`src/pkg/iomcd_pkg.sv`:
```
// Constants, types and reset state for the I/O multiplexor command unit
package iomcd_pkg;
    // Register byte offsets
    localparam logic [7:0] OFS_AWL = 8'h00;
    localparam logic [7:0] OFS_AWH = 8'h04;
    localparam logic [7:0] OFS_DWL = 8'h08;
    localparam logic [7:0] OFS_DWH = 8'h0c;
    localparam logic [7:0] OFS_CMD = 8'h10;
    localparam logic [7:0] OFS_STAT = 8'h14;
    localparam logic [7:0] OFS_RSPL = 8'h18;
    localparam logic [7:0] OFS_RSPH = 8'h1c;
    localparam logic [7:0] OFS_MUXID = 8'h20;
    localparam logic [7:0] OFS_CTL = 8'h24;
    // Address word fields
    localparam int AW_M = 0;
    localparam int AW_Z_LSB = 1;
    localparam int AW_F_LSB = 5;
    localparam int AW_UNIT_LSB = 9;
    localparam int AW_IRQSEL = 9;
    // Multiplexor selector codes
    localparam logic [1:0] Z_MUX_A = 2'h1;
    localparam logic [1:0] Z_MUX_B = 2'h2;
    localparam logic [1:0] MUX_ID_RST = 2'h1;
    // Area descriptor and control word fields
    localparam int AD_LEN_LSB = 20;
    localparam int CW_STD_LSB = 36;
    localparam int CW_AUX = 32;
    // Result descriptor fields
    localparam int RD_ADDR_LSB = 28;
    localparam int RD_UNIT_LSB = 17;
    localparam int RD_PROT = 16;
    localparam int RD_UERR_LSB = 9;
    localparam int RD_CCARD = 10;
    localparam int RD_PAR_B = 9;
    localparam int RD_RCHK = 8;
    localparam int RD_PAR_A = 7;
    localparam int RD_DESC = 4;
    // Function codes
    localparam logic [3:0] F_OUT_START = 4'h0;
    localparam logic [3:0] F_OUT_TOD = 4'h3;
    localparam logic [3:0] F_OUT_MASK = 4'h4;
    localparam logic [3:0] F_IN_PATH = 4'h0;
    localparam logic [3:0] F_IN_STAT = 4'h1;
    localparam logic [3:0] F_IN_RES = 4'h2;
    localparam logic [3:0] F_IN_TOD = 4'h3;
    localparam logic [3:0] F_IN_IRQ = 4'h4;
    localparam logic [3:0] F_IN_KIND = 4'h6;
    localparam logic [3:0] F_IN_LIT = 4'hf;
    // Peripheral control kinds
    localparam logic [1:0] K_READER = 2'h1;
    localparam logic [1:0] K_PUNCH = 2'h2;
    localparam logic [1:0] K_CONSOLE = 2'h3;
    // Sequencer states, Gray along idle-fetch-run-done
    typedef enum logic [1:0] {ST_IDLE = 2'h0, ST_FETCH = 2'h1, ST_RUN = 2'h3, ST_DONE = 2'h2} iomcd_state_t;
    // Standard control field, bit 45 first
    typedef struct packed {
        logic attn; logic rd; logic minh; logic xlat; logic frame8;
        logic mprot; logic back; logic test; logic [1:0] tag;
    } iomcd_ctl_t;
    // Completion report from a peripheral control
    typedef struct packed {
        logic [19:0] final_addr; logic prot_err; logic [6:0] unit_err;
        logic [6:0] std_err; logic read_chk; logic ctl_card; logic par_err;
    } iomcd_done_t;
    // Whole state of the unit
    typedef struct packed {
        iomcd_state_t state; logic waitreq; logic [31:0] rdata;
        logic [47:0] addr_w; logic [47:0] data_w; logic [1:0] mux_id;
        logic [47:0] tod; logic [47:0] irq_mask; logic fin; logic [7:0] irq_lit;
        logic [47:0] result; logic [47:0] resp; logic mem_req; logic [19:0] mem_addr;
        logic [47:0] ctlw; logic [7:0] unit; logic pc_start; logic aux;
        logic [7:0] xl_byte; logic xl_vld; logic busy_err; logic ignored;
    } iomcd_st_t;
    localparam iomcd_st_t ST_RST = '{state: ST_IDLE, waitreq: 1'b1, mux_id: MUX_ID_RST, default: '0};
endpackage

```
`src/iomcd_top.sv`:
```
// Command decoder, control-word fetch and result descriptor builder of an I/O multiplexor
//
// Local design decisions: the register addresses and the Avalon-MM interface to the registers.
`timescale 1ns/1ps
`default_nettype none
// Functional notes
// - Command is address word plus data word
// - Broadcast flag zero: every multiplexor acts
// - Select flag one: only named multiplexor acts
// - Selector 01 is first, 10 second
// - Initiate fetches control word at area base
// - Control word: standard 45-36, unit 35-0
// - Decode standard control bits from 45 down
// - Read/write and frame length bit polarities
// - Function code from address bits 8-5
// - Scan-out 0000 initiates, unit in 16-9
// - Scan-out 0011 clock, 0100 mask load
// - Scan-in 0000 path, 0001 status, 0010 result
// - Scan-in 0011,0100,0110,1111 read values
// - Completion sets finish flag, result held
// - Final memory address in bits 47-28
// - Error field: standard plus unit 15-9
// - Standard error bits 16 and 6-0
// - Reader: read check 8, control card 10
// - Card bytes pass through unconverted, binary untouched
// - Punch bit 32 selects auxiliary stacker
// - Console parity error sets result bits 7,9
module iomcd_top
(
    // Clock and reset
    input wire logic clk_sys,
    input wire logic rst,
    // Avalon-MM slave
    input wire logic [7:0] avs_address,
    input wire logic avs_read,
    input wire logic avs_write,
    input wire logic [31:0] avs_writedata,
    input wire logic [3:0] avs_byteenable,
    output logic [31:0] avs_readdata,
    output logic avs_waitrequest,
    // Memory fetch port
    output logic mem_req,
    output logic [19:0] mem_addr,
    input wire logic mem_ack,
    input wire logic [47:0] mem_rdata,
    // Peripheral control side
    output logic pc_start,
    output logic [7:0] pc_unit,
    output var iomcd_pkg::iomcd_ctl_t pc_ctl,
    output logic [35:0] pc_unit_ctl,
    output logic pc_aux_stacker,
    input wire logic [1:0] pc_kind,
    input wire logic pc_done,
    input wire iomcd_pkg::iomcd_done_t pc_res,
    input wire logic [47:0] pc_status,
    // Card byte path
    input wire logic [7:0] pc_byte,
    input wire logic pc_byte_vld,
    output logic [7:0] xl_byte,
    output logic xl_vld,
    // Finish flag
    output logic io_finish
);

    // Registered state and its next value
    iomcd_pkg::iomcd_st_t s;
    iomcd_pkg::iomcd_st_t next_s;
    // Bus request accepted this cycle
    logic acc;
    // Write and read strobes
    logic wr;
    logic rd;
    // Command decode helpers
    logic hit;
    logic go_out;
    logic go_in;
    logic fin_set;
    logic fin_clr;
    logic [3:0] code;
    logic [1:0] zsel;
    // Decoded standard control of the held word
    iomcd_pkg::iomcd_ctl_t ctl;
    // Result being assembled
    logic [47:0] res_v;

    // Byte-lane merge for a 32-bit register
    function automatic logic [31:0] merge(input logic [31:0] old, input logic [31:0] nw, input logic [3:0] be);
        logic [31:0] r;
        r = old;
        for (int i = 0; i < 4; i++)
        begin
            if (be[i])
            begin
                r[8*i +: 8] = nw[8*i +: 8];
            end
        end
        return r;
    endfunction

    // Next-state logic
    always_comb
    begin
        next_s = s;
        res_v = '0;
        fin_set = 1'b0;
        fin_clr = 1'b0;
        go_out = 1'b0;
        go_in = 1'b0;
        // Request taken only while waitrequest is high
        acc = (avs_read | avs_write) & s.waitreq;
        wr = acc & avs_write;
        rd = acc & avs_read;
        // One wait cycle, then a single ready cycle
        next_s.waitreq = ~acc;
        // Code and selector from the latched address word
        code = s.addr_w[iomcd_pkg::AW_F_LSB +: 4];
        zsel = s.addr_w[iomcd_pkg::AW_Z_LSB +: 2];
        // Broadcast reaches all, selection needs a used matching code
        if (!s.addr_w[iomcd_pkg::AW_M])
        begin
            hit = 1'b1;
        end
        else if ((zsel == iomcd_pkg::Z_MUX_A) || (zsel == iomcd_pkg::Z_MUX_B))
        begin
            hit = (zsel == s.mux_id);
        end
        else
        begin
            hit = 1'b0;
        end
        // Control word fields
        ctl = iomcd_pkg::iomcd_ctl_t'(s.ctlw[iomcd_pkg::CW_STD_LSB +: 10]);
        // Start pulse lasts one cycle
        next_s.pc_start = 1'b0;
        // Time of day runs between loads
        next_s.tod = s.tod + 48'h1;
        // Sequencer
        case (s.state)
            iomcd_pkg::ST_FETCH:
            begin
                // Wait for the control word from memory
                if (mem_ack)
                begin
                    next_s.mem_req = 1'b0;
                    next_s.ctlw = mem_rdata;
                    if (s.data_w[iomcd_pkg::AD_LEN_LSB +: 20] == 20'h0)
                    begin
                        // Empty area: finish at once with a descriptor error
                        res_v[iomcd_pkg::RD_UNIT_LSB +: 8] = s.unit;
                        res_v[iomcd_pkg::RD_DESC] = 1'b1;
                        next_s.result = res_v;
                        next_s.state = iomcd_pkg::ST_DONE;
                    end
                    else
                    begin
                        // Hand the operation to the peripheral control
                        next_s.pc_start = 1'b1;
                        next_s.aux = (pc_kind == iomcd_pkg::K_PUNCH) && mem_rdata[iomcd_pkg::CW_AUX];
                        next_s.state = iomcd_pkg::ST_RUN;
                    end
                end
            end
            iomcd_pkg::ST_RUN:
            begin
                // Build the result descriptor on completion
                if (pc_done)
                begin
                    res_v[iomcd_pkg::RD_ADDR_LSB +: 20] = pc_res.final_addr;
                    res_v[iomcd_pkg::RD_UNIT_LSB +: 8] = s.unit;
                    res_v[iomcd_pkg::RD_PROT] = pc_res.prot_err;
                    res_v[iomcd_pkg::RD_UERR_LSB +: 7] = pc_res.unit_err;
                    res_v[6:0] = pc_res.std_err;
                    if (pc_kind == iomcd_pkg::K_READER)
                    begin
                        // Control card only exists on alpha reads
                        res_v[iomcd_pkg::RD_RCHK] = pc_res.read_chk;
                        res_v[iomcd_pkg::RD_CCARD] = pc_res.ctl_card & ctl.xlat;
                    end
                    else if ((pc_kind == iomcd_pkg::K_CONSOLE) && pc_res.par_err)
                    begin
                        // Parity shows as a pair of bits
                        res_v[iomcd_pkg::RD_PAR_A] = 1'b1;
                        res_v[iomcd_pkg::RD_PAR_B] = 1'b1;
                    end
                    next_s.result = res_v;
                    next_s.state = iomcd_pkg::ST_DONE;
                end
            end
            iomcd_pkg::ST_DONE:
            begin
                // Raise the finish flag and record the unit
                fin_set = 1'b1;
                next_s.irq_lit = s.unit;
                next_s.aux = 1'b0;
                next_s.state = iomcd_pkg::ST_IDLE;
            end
            default:
            begin
                // Idle: nothing outstanding
                next_s.state = iomcd_pkg::ST_IDLE;
            end
        endcase
        // Card byte path: both codes share 8-bit values here, binary untouched
        next_s.xl_vld = pc_byte_vld && (s.state == iomcd_pkg::ST_RUN);
        next_s.xl_byte = pc_byte;
        // Register writes
        if (wr)
        begin
            if (avs_address == iomcd_pkg::OFS_AWL)
            begin
                next_s.addr_w[31:0] = merge(s.addr_w[31:0], avs_writedata, avs_byteenable);
            end
            else if (avs_address == iomcd_pkg::OFS_AWH)
            begin
                next_s.addr_w[47:32] = 16'(merge({16'h0, s.addr_w[47:32]}, avs_writedata, avs_byteenable));
            end
            else if (avs_address == iomcd_pkg::OFS_DWL)
            begin
                next_s.data_w[31:0] = merge(s.data_w[31:0], avs_writedata, avs_byteenable);
            end
            else if (avs_address == iomcd_pkg::OFS_DWH)
            begin
                next_s.data_w[47:32] = 16'(merge({16'h0, s.data_w[47:32]}, avs_writedata, avs_byteenable));
            end
            else if (avs_address == iomcd_pkg::OFS_CMD)
            begin
                // Command goes only to an addressed multiplexor
                go_out = hit & avs_byteenable[0] & avs_writedata[0];
                go_in = hit & avs_byteenable[0] & avs_writedata[1] & ~avs_writedata[0];
                next_s.ignored = ~hit;
            end
            else if (avs_address == iomcd_pkg::OFS_STAT)
            begin
                // Write one to bit 2 clears the busy error
                if (avs_byteenable[0] && avs_writedata[2])
                begin
                    next_s.busy_err = 1'b0;
                end
            end
            else if (avs_address == iomcd_pkg::OFS_MUXID)
            begin
                // Own selector identity
                if (avs_byteenable[0])
                begin
                    next_s.mux_id = avs_writedata[1:0];
                end
            end
        end
        // Scan-out execution
        if (go_out)
        begin
            if (code == iomcd_pkg::F_OUT_START)
            begin
                if (s.state == iomcd_pkg::ST_IDLE)
                begin
                    // Fetch the control word from the area base
                    next_s.unit = s.addr_w[iomcd_pkg::AW_UNIT_LSB +: 8];
                    next_s.mem_addr = s.data_w[19:0];
                    next_s.mem_req = 1'b1;
                    next_s.state = iomcd_pkg::ST_FETCH;
                end
                else
                begin
                    // Path in use: refuse and flag it
                    next_s.busy_err = 1'b1;
                end
            end
            else if (code == iomcd_pkg::F_OUT_TOD)
            begin
                next_s.tod = s.data_w;
            end
            else if (code == iomcd_pkg::F_OUT_MASK)
            begin
                next_s.irq_mask = s.data_w;
            end
        end
        // Scan-in execution, answer lands in the response register
        if (go_in)
        begin
            case (code)
                iomcd_pkg::F_IN_PATH:
                begin
                    next_s.resp = {47'h0, s.state == iomcd_pkg::ST_IDLE};
                end
                iomcd_pkg::F_IN_STAT:
                begin
                    next_s.resp = pc_status;
                end
                iomcd_pkg::F_IN_RES:
                begin
                    // Reading the result releases the finish flag
                    next_s.resp = s.result;
                    fin_clr = 1'b1;
                end
                iomcd_pkg::F_IN_TOD:
                begin
                    next_s.resp = s.tod;
                end
                iomcd_pkg::F_IN_IRQ:
                begin
                    // Address bit 9 picks mask over flags
                    if (s.addr_w[iomcd_pkg::AW_IRQSEL])
                    begin
                        next_s.resp = s.irq_mask;
                    end
                    else
                    begin
                        next_s.resp = {47'h0, s.fin};
                    end
                end
                iomcd_pkg::F_IN_KIND:
                begin
                    next_s.resp = {46'h0, pc_kind};
                end
                iomcd_pkg::F_IN_LIT:
                begin
                    next_s.resp = {40'h0, s.irq_lit};
                end
                default:
                begin
                    // Unused codes answer zero
                    next_s.resp = 48'h0;
                end
            endcase
        end
        // A new finish beats a clear in the same cycle
        next_s.fin = (s.fin & ~fin_clr) | fin_set;
        // Register reads
        if (rd)
        begin
            if (avs_address == iomcd_pkg::OFS_AWL)
            begin
                next_s.rdata = s.addr_w[31:0];
            end
            else if (avs_address == iomcd_pkg::OFS_AWH)
            begin
                next_s.rdata = {16'h0, s.addr_w[47:32]};
            end
            else if (avs_address == iomcd_pkg::OFS_DWL)
            begin
                next_s.rdata = s.data_w[31:0];
            end
            else if (avs_address == iomcd_pkg::OFS_DWH)
            begin
                next_s.rdata = {16'h0, s.data_w[47:32]};
            end
            else if (avs_address == iomcd_pkg::OFS_STAT)
            begin
                next_s.rdata = {22'h0, s.mux_id, 2'h0, s.state, s.ignored, s.busy_err, s.fin,
                                s.state != iomcd_pkg::ST_IDLE};
            end
            else if (avs_address == iomcd_pkg::OFS_RSPL)
            begin
                next_s.rdata = s.resp[31:0];
            end
            else if (avs_address == iomcd_pkg::OFS_RSPH)
            begin
                next_s.rdata = {16'h0, s.resp[47:32]};
            end
            else if (avs_address == iomcd_pkg::OFS_MUXID)
            begin
                next_s.rdata = {30'h0, s.mux_id};
            end
            else if (avs_address == iomcd_pkg::OFS_CTL)
            begin
                next_s.rdata = {22'h0, ctl};
            end
            else
            begin
                // Unmapped and write-only offsets read zero
                next_s.rdata = 32'h0;
            end
        end
    end

    // State register
    always_ff @(posedge clk_sys)
    begin
        if (rst)
        begin
            s <= iomcd_pkg::ST_RST;
        end
        else
        begin
            s <= next_s;
        end
    end

    // Outputs straight from the state register
    assign avs_readdata = s.rdata;
    assign avs_waitrequest = s.waitreq;
    assign mem_req = s.mem_req;
    assign mem_addr = s.mem_addr;
    assign pc_start = s.pc_start;
    assign pc_unit = s.unit;
    assign pc_ctl = iomcd_pkg::iomcd_ctl_t'(s.ctlw[iomcd_pkg::CW_STD_LSB +: 10]);
    assign pc_unit_ctl = s.ctlw[35:0];
    assign pc_aux_stacker = s.aux;
    assign xl_byte = s.xl_byte;
    assign xl_vld = s.xl_vld;
    assign io_finish = s.fin;

    // Broadcast mask load reaches this multiplexor
    property p_bcast;
        @(posedge clk_sys) disable iff (rst)
        (go_out && !s.addr_w[iomcd_pkg::AW_M] && code == iomcd_pkg::F_OUT_MASK) |=> (s.irq_mask == $past(s.data_w));
    endproperty
    a_bcast: assert property (p_bcast) else $error("broadcast mask load missed");

    // Other multiplexor's mask load leaves ours alone
    property p_sel;
        @(posedge clk_sys) disable iff (rst)
        (wr && avs_address == iomcd_pkg::OFS_CMD && s.addr_w[iomcd_pkg::AW_M] && zsel != s.mux_id)
        |=> s.ignored && $stable(s.irq_mask);
    endproperty
    a_sel: assert property (p_sel) else $error("unselected multiplexor acted");

    // Unused selector code never starts an operation
    property p_unused;
        @(posedge clk_sys) disable iff (rst)
        (wr && avs_address == iomcd_pkg::OFS_CMD && s.state == iomcd_pkg::ST_IDLE
         && s.addr_w[iomcd_pkg::AW_M] && (zsel == 2'h0 || zsel == 2'h3))
        |=> (s.state == iomcd_pkg::ST_IDLE) && s.ignored;
    endproperty
    a_unused: assert property (p_unused) else $error("unused selector accepted");

    // Fetch addresses the area base until memory answers
    property p_fetch;
        @(posedge clk_sys) disable iff (rst)
        (s.state == iomcd_pkg::ST_FETCH) |-> mem_req && (mem_addr == s.data_w[19:0]);
    endproperty
    a_fetch: assert property (p_fetch) else $error("control word fetch address wrong");

    // Start pulse carries the unit designation
    property p_start;
        @(posedge clk_sys) disable iff (rst)
        pc_start |-> (pc_unit == s.addr_w[iomcd_pkg::AW_UNIT_LSB +: 8]) ##1 !pc_start;
    endproperty
    a_start: assert property (p_start) else $error("start pulse or unit wrong");

    // Completion raises the finish flag two cycles later
    property p_fin;
        @(posedge clk_sys) disable iff (rst)
        (s.state == iomcd_pkg::ST_RUN && pc_done) |-> ##2 io_finish;
    endproperty
    a_fin: assert property (p_fin) else $error("finish flag not raised");

    // Final address lands in the top field
    property p_addr;
        @(posedge clk_sys) disable iff (rst)
        (s.state == iomcd_pkg::ST_RUN && pc_done) |=>
        (s.result[iomcd_pkg::RD_ADDR_LSB +: 20] == $past(pc_res.final_addr));
    endproperty
    a_addr: assert property (p_addr) else $error("final address misplaced");

    // Console parity error shows in both bits
    property p_par;
        @(posedge clk_sys) disable iff (rst)
        (s.state == iomcd_pkg::ST_RUN && pc_done && pc_kind == iomcd_pkg::K_CONSOLE && pc_res.par_err)
        |=> s.result[iomcd_pkg::RD_PAR_A] && s.result[iomcd_pkg::RD_PAR_B];
    endproperty
    a_par: assert property (p_par) else $error("console parity bits missing");

    // Punch bit 32 drives the auxiliary stacker select
    property p_aux;
        @(posedge clk_sys) disable iff (rst)
        (s.state == iomcd_pkg::ST_FETCH && mem_ack && pc_kind == iomcd_pkg::K_PUNCH)
        |=> (pc_aux_stacker == ($past(mem_rdata[iomcd_pkg::CW_AUX]) && pc_start));
    endproperty
    a_aux: assert property (p_aux) else $error("stacker select wrong");

    // Reading the result returns it and drops the flag
    property p_res;
        @(posedge clk_sys) disable iff (rst)
        (go_in && code == iomcd_pkg::F_IN_RES && s.state != iomcd_pkg::ST_DONE) |=>
        (s.resp == $past(s.result)) && !io_finish;
    endproperty
    a_res: assert property (p_res) else $error("result read wrong");

endmodule
`default_nettype wire

```
`config.mk`:
```
export PLATFORM = sky130hd
export DESIGN_NAME = iomcd_top
export DESIGN_NICKNAME = d
export VERILOG_FILES = /design/src/pkg/iomcd_pkg.sv /design/src/iomcd_top.sv
export SDC_FILE = /design/constraint.sdc
export NUM_CORES = 1
export LEC_CHECK = 0
export BUFFER_PORTS_ARGS = -buffer_cell sky130_fd_sc_hd__buf_2
export CORE_AREA = 2 2 247 310
export CTS_CLUSTER_SIZE = 20
export DETAILED_ROUTE_END_ITERATION = 6
export DIE_AREA = 0 0 249 312
export MAX_ROUTING_LAYER = met4
export PLACE_DENSITY = 0.53
export SYNTH_ARGS = -nofsm -noshare
export SYNTH_HDL_FRONTEND = slang
export SYNTH_SLANG_ARGS = --single-unit
export TNS_END_PERCENT = 10
```
`constraint.sdc`:
```
create_clock -name clk_sys -period 3.2 [get_ports clk_sys]
set_clock_uncertainty 0.2 [all_clocks]
set_input_delay 0.64 -clock clk_sys [delete_from_list [all_inputs] [get_ports clk_sys]]
set_output_delay 0.64 -clock clk_sys [all_outputs]
set_load 0.01 [all_outputs]
```
==> metrics.md, run 1 <==
| Metric | Value |
|---|---|
| DRT antenna net count | `0` |
| Clock share of power | `0.482` |
| Gr ovfl total | `0` |
| Psw | `around 2.8 mW` |
| Nature of the critical path endpoint | `flop` |
| Die Footprint | `roughly 0.08 mm2` |
| Longest Clk Path Bufs | `3` |
| # Post-CTS Setup Buffers | `0` |
| Clock slew at reported path FFs | `60 ps` |
| Ratio of cells with drive above 1 in the final layout | `0.2516` |
| FFs w/ async S/R, synth | `0` |
| Synthesized area | `between 0.015 and 0.02 mm2` |
| Cell Rows | `roughly 110` |
| Number of fill cells in the layout | `between 7,000 and 8,000` |
| 1st-iter DRT viols | `1,398` |
| Tmin final | `2826 ps` |
| Critical Path RT | `roughly 3500 ps` |
| Clock tree sinks | `about 420` |
| PD cells | `~490 mW/mm2` |
| PortBufs | `approximately 310` |
| Vias | `roughly 17,000` |
| Max frequency | `0.3539 GHz` |
| Synth area leader | `dfxtp_1` |
| MaxCap Viol Count | `0` |
| Final Setup Violations | `0` |
| CORE AREA | `roughly 0.074 mm2` |
| Initial core utilization | `0.2589` |
| DP Wirelength | `between 50 and 60 mm` |
| Vias in the first global route | `17,000` |
| Drt total wl | `~77 mm` |
| R2R Setup Slk | `370 ps` |
| Slew Viols, Final | `0` |
| Netlist cell types | `74` |
| Post-synth net total | `about 2,400` |
| Post-route DRC | `0` |
| Worst slew pin tran | `~950 ps` |
| Status | `complete, no violations` |
| RSZ-0062 raised after global routing | `no` |
| Sequential-to-total area share from yosys stat | `0.4354` |
| Top_reg_cell synth | `dfxtp_1` |
| Clock Tree Root | `clkbuf_16` |
| Setup CP Type | `flop to flop` |
| Top post-synthesis cells by area | `dfxtp_1 (44%), nand2_1 (6.9%), a21oi_1 (5.6%)` |
| RD Place Congestion | `0.9268` |
| Sequential share of power | `0.467` |
| Yosys reg bits | `419` |
| First-pass GRT wire length | `approximately 110 mm` |
| Final Non-Filler Cells | `approximately 3,400` |
| Die X | `249 um` |
| Hold_buf cts | `0` |
| Final hold vios | `0` |
| Reg2reg end | `s[171]$_SDFFE_PP0P_` |
| Final period util | `0.8831` |
| Internal | `between 8 and 9 mW` |
| CP endpoint | `s[171]$_SDFFE_PP0P_` |
| CTS Buf Count | `between 40 and 50` |
| Lkg Pwr | `~8.6 nW` |
| Worst IR drop on VDD | `roughly 0.35 mV` |
| Mean area per synthesized cell | `around 8.6 um2` |
| Initial antenna violation count | `3` |
| Via-to-Cell Ratio | `5.042` |
| Synth top area share | `0.4354` |
| Placed Instances | `3,329` |
| Post-synth EDFFs | `0` |
| Clock H-tree levels | `2` |
| Cell count after synthesis | `2,231` |
| Sw Ratio | `0.2493` |
| Area Overhead vs Synth | `19.06%` |
| CP Launch Point | `s[325]$_SDFFE_PP0P_` |
| Critical Path AT | `between 3000 and 4000 ps` |
| WL per Instance | `roughly 23 um` |
| Worst min-delay path category | `input pin to flop` |
| First-pass DRT Iterations | `7` |
| Worst R2R Path Depth | `6` |
| Setup TNS | `0 ps` |
| Layout Nets | `around 2,600` |
| Largest net degree at the start of global routing | `between 100 and 150` |
| Critical path launch point type | `flop` |
| Clock tree from TritonCTS | `done` |
| Gate power share | `0.051` |
| Synth Warn # | `0` |
| RR Startpoint | `s[325]$_SDFFE_PP0P_` |
| Gr usage total | `0.1991` |
| Post-CTS sizing | `0` |
| I/O pin cnt | `315` |
| Worst-Skew Late Latency | `~620 ps` |
| Worst-path fanout max | `35` |
| Die H | `312 um` |
| Slew HR | `0.3659` |
cell usage in the layout (no fill, tap or decap), types with 46 or more instances in the layout:
master,n
a21oi_1,217
a221oi_1,48
a22o_1,78
buf_2,311
buf_4,84
clkbuf_16,46
dfxtp_1,417
mux2_2,47
mux2i_1,80
nand2_1,354
nor2_1,205
nor3_1,49
o21ai_0,74
state kept, by name, summed over array words and instances, names as in the netlist, 4 cells and up:
register and count:
pc_ctl 10, avs_readdata 32, code 4, s 295
mem_addr 20, pc_unit_ctl 36, xl_byte 8, pc_unit 8
worst min path at each step:
| stage | start | to | slack, ps | cells past startpoint |
|---|---|---|---|---|
| detailed placement | mem_addr[19]$_SDFFE_PP0P_ | mem_addr[19]$_SDFFE_PP0P_ | 240 | 2 |
| finish | pc_byte[0] | xl_byte[0]$_SDFF_PP0_ | 40 | 2 |
| floorplan | avs_readdata[3]$_SDFFE_PP0P_ | avs_readdata[3]$_SDFFE_PP0P_ | 220 | 2 |
| CTS | pc_byte[0] | xl_byte[0]$_SDFF_PP0_ | 10 | 2 |
| global placement | avs_readdata[4]$_SDFFE_PP0P_ | avs_readdata[4]$_SDFFE_PP0P_ | 230 | 2 |
| global route | pc_res[9] | s[144]$_SDFFE_PP0P_ | 30 | 2 |
area by class of cell:
cell class,count,area (um2),share of cell area
diodes,2,5.005,0.0002182
clock buffers,61,1318,0.05744
clock inverters,19,196.4,0.008564
inverters,10,37.54,0.001636
multi-input cells,1523,9335,0.4070
flip-flops and latches,419,8391,0.3658
well taps,969,1212,0.05286
repair buffers,408,2442,0.1065
power by group through the flow:
stage,Combinational [mW],Clock (mW),Sequential [mW]
final,0.571,5.43,5.27
after global routing,0.615,5.75,5.27
after CTS,0.581,5.56,5.27
after detailed placement,0.579,0,5.39
after global placement,0.577,0,5.38
after floorplan,0.295,0,5.38
cells in the mapped netlist, types with 14 or more instances:
master    count
nand4_1      29
nor2b_1      14
nor3_1       49
mux2i_1      80
a211oi_2     40
o21ai_0      74
a22oi_1      29
buf_2        30
a21oi_1     217
xor2_1       36
a221oi_1     48
nand2_1     354
mux2_2       47
buf_4       116
nand3_1      41
nor2_1      209
a22o_1       78
a211oi_1     17
clkbuf_1    115
dfxtp_1     419
worst max-delay path, cell delays in order (launching register included):
cell and delay (ps):
dfxtp_1 310, nor4_1 520, nand3_1 460, o31ai_2 340
buf_4 300, nor2_4 210, a22o_1 300
cells by family (layout without fill, tap and decap cells):
family	count (synthesis)	count (layout)	share of synthesized area
AOI/OAI and AO/OA	566	566	0.2058
xor gates and xnor gates	42	42	0.01909
adders and majority gates	2	2	0.001169
buffers and inverters	289	498	0.08320
DFF	419	419	0.4354
muxes	127	127	0.06904
other	0	2	0
and+or+nand+nor	786	786	0.1863
per-stage QoR:
step / cell area, um2 / util / total power [mW] / setup slack, ps / hold WS [ps]
floorplan: 19260 / - / 5.673 / 548.0 / 221.1
global placement: 21420 / 0.2878 / 5.961 / 328.6 / 231.8
detailed placement: 21420 / 0.2878 / 5.964 / 312.7 / 240.3
CTS: 22930 / 0.3082 / 11.41 / 413.4 / 13.32
global route: 22940 / 0.3082 / 11.63 / 266.6 / 27.53
finish: 22940 / 0.3082 / 11.27 / 374.2 / 40.64
metal layers:
layer | vias up | GRT usage | routed length (um)
li1 | 8180 | - | -
met1 | 8356 | 0.2189 | 30040
met2 | 528 | 0.3639 | 40770
met3 | 133 | 0.03048 | 3808
met4 | 0 | 0.06860 | 2841
met5 | - | - | 0
Note: power is estimated with default switching activity, not from simulation.
==> run 2, diff against run 1 <==
==> constraint.sdc (replaced) <==
create_clock -name clk_sys -period 3.5 [get_ports clk_sys]
set_clock_uncertainty 0.2 [all_clocks]
set_input_delay 0.7 -clock clk_sys [delete_from_list [all_inputs] [get_ports clk_sys]]
set_output_delay 0.7 -clock clk_sys [all_outputs]
set_load 0.01 [all_outputs]
==> run 2 against run 1 <==
Setup slack improved by 190 ps. Power shrank 5.2%. Critical path depth stayed put. Utilization fell by 0.17 points. Die area unchanged. Critical path type unchanged. Largest power group unchanged.
==> metrics.md, run 2 (synthesis results as in run 1) <==
| Metric | Value |
|---|---|
| DP Wirelength | `56.81 mm (-1.4%)` |
| CORE AREA | `0.07441 mm2 (unchanged)` |
| Critical Path AT | `3230 ps (+130 ps)` |
| Clock tree from TritonCTS | `done` |
| PD cells | `468.5 mW/mm2 (-4.7%)` |
| Slew Viols, Final | `0 (unchanged)` |
| CTS Buf Count | `47 (+2.2%)` |
| Lkg Pwr | `8.478 nW (-1.5%)` |
| Gr ovfl total | `0 (unchanged)` |
| Clock slew at reported path FFs | `60 ps (about the same)` |
| WL per Instance | `22.75 um (+0.18%)` |
| MaxCap Viol Count | `0 (unchanged)` |
| Gr usage total | `0.1984 (-0.0006956)` |
| Worst min-delay path category | `input pin to flop` |
| Max frequency | `0.3400 GHz (-3.9%)` |
| # Post-CTS Setup Buffers | `0 (unchanged)` |
| Final Setup Violations | `0 (unchanged)` |
| Final period util | `0.8402 (-0.04284)` |
| RSZ-0062 raised after global routing | `no` |
| Die H | `312 um (unchanged)` |
| Ratio of cells with drive above 1 in the final layout | `0.2403 (-0.01137)` |
| Largest net degree at the start of global routing | `156 (+11%)` |
| Slew HR | `0.3451 (-0.02077)` |
| Clock Tree Root | `clkbuf_16` |
| First-pass DRT Iterations | `6 (-1)` |
| Longest Clk Path Bufs | `3 (unchanged)` |
| Die Footprint | `0.07769 mm2 (unchanged)` |
| Layout Nets | `2,575 (-1.1%)` |
| Clock tree sinks | `419 (unchanged)` |
| Setup CP Type | `flop to flop` |
| Cell Rows | `112 (unchanged)` |
| Max FFs per register | `295 (unchanged)` |
| Critical path launch point type | `flop` |
| Fin util | `0.3065 (-0.001732)` |
| Critical Path RT | `3790 ps (+310 ps)` |
| Vias in the first global route | `16,470 (-3.1%)` |
| Die X | `249 um (unchanged)` |
| Worst slew pin tran | `981.2 ps (+32.32 ps)` |
| RD Place Congestion | `0.9111 (-1.7%)` |
| Setup TNS | `0 ps (unchanged)` |
| Area Overhead vs Synth | `18.39%` |
| Worst-path fanout max | `35 (unchanged)` |
| 1st-iter DRT viols | `1,345 (-3.8%)` |
| Tmin final | `2941 ps (+115.0 ps)` |
| Drt total wl | `77.12 mm (-0.43%)` |
| Final hold vios | `0 (unchanged)` |
| Post-CTS sizing | `0 (unchanged)` |
| Clock H-tree levels | `2 (unchanged)` |
| DRT antenna net count | `0 (unchanged)` |
| Nature of the critical path endpoint | `flop` |
| PortBufs | `312 (unchanged)` |
| First-pass GRT wire length | `112.3 mm (-0.84%)` |
| Post-route DRC | `0 (unchanged)` |
| Commonest non-fill, non-tap cell in the layout | `dfxtp_1` |
| I/O pin cnt | `315 (unchanged)` |
| Via-to-Cell Ratio | `5.039 (about the same)` |
| Initial antenna violation count | `7 (+4)` |
| Worst-Skew Late Latency | `630 ps (about the same)` |
| Reg with most FFs | `s` |
| Hold_buf cts | `0 (unchanged)` |
| Status | `complete, no violations` |
| Initial core utilization | `0.2589 (unchanged)` |
| Worst hold slack | `82.80 ps (+42.16 ps)` |
| Vias | `17,080 (-0.67%)` |
| Worst IR drop on VDD | `0.3995 mV (+16%)` |
| Most frequent cells in the layout | `dfxtp_1 (417), nand2_1 (354), buf_2 (311), a21oi_1 (217), nor2_1 (205)` |
## run 2: changes by cell type in the layout (fill, tap and decap cells not counted), moves of 2 or more
cell,before,now
clkinv_2,12,3
clkbuf_1,4,12
diode_2,2,7
bufinv_16,1,5
buf_4,84,58
buf_12,12,8
inv_6,2,0
## run 2: layout make-up
class,instances,area [um2]
inverters,10,37.54
multi-input cells,1523,9335
diodes,7,17.52
clock inverters,13,261.5
well taps,969,1212
repair buffers,378,2167
clock buffers,71,1386
flip-flops and latches,419,8391
fillers,7965,51600
## run 2: worst paths after layout
path                                                 from                        end  slack, ps  depth (start not counted)
worst min register to register  mem_addr[10]$_SDFFE_PP0P_  mem_addr[10]$_SDFFE_PP0P_        250                          2
worst max-delay path                  s[317]$_SDFFE_PP0P_        s[153]$_SDFFE_PP0P_        560                          6
worst max register to register        s[317]$_SDFFE_PP0P_        s[153]$_SDFFE_PP0P_        560                          6
worst min-delay path                           pc_byte[7]      xl_byte[7]$_SDFF_PP0_         80                          2
## run 2: where the power goes
part / total (mW) / internal, mW / leakage, nW / switching (mW)
Sequential: 4.82 / 4.80 / 3.38 / 0.0188
Combinational: 0.509 / 0.183 / 4.30 / 0.327
Clock: 5.36 / 3.13 / 0.799 / 2.23
Total: 10.7 / 8.11 / 8.48 / 2.58
## run 2: routing by layer
layer / wire (um) / global-route usage / vias to the layer above
met5: 0 / - / -
met4: 3157 / 0.07507 / 0
met3: 4500 / 0.03681 / 139
met2: 40150 / 0.3569 / 548
met1: 29310 / 0.2162 / 8263
li1: - / - / 8131
## run 2: stage by stage
step                      power (mW)  instance area [um2]  std cells  worst slack [ps]
after floorplan                5.187                19260       2231             788.0
after global placement         5.439                21140       3299             325.7
after detailed placement       5.442                21140       3299             285.5
after CTS                      10.80                22790       3383             651.6
after global routing           11.01                22810       3389             520.3
final                          10.68                22810       3390             559.2
## run 2: critical path, cell delays in order, from the launching register on
cell and delay [ps]:
dfxtp_1 390, nor4_1 740, nand2_1 350, o31ai_2 280, buf_4 300, nor2_4 200, a22o_1 310
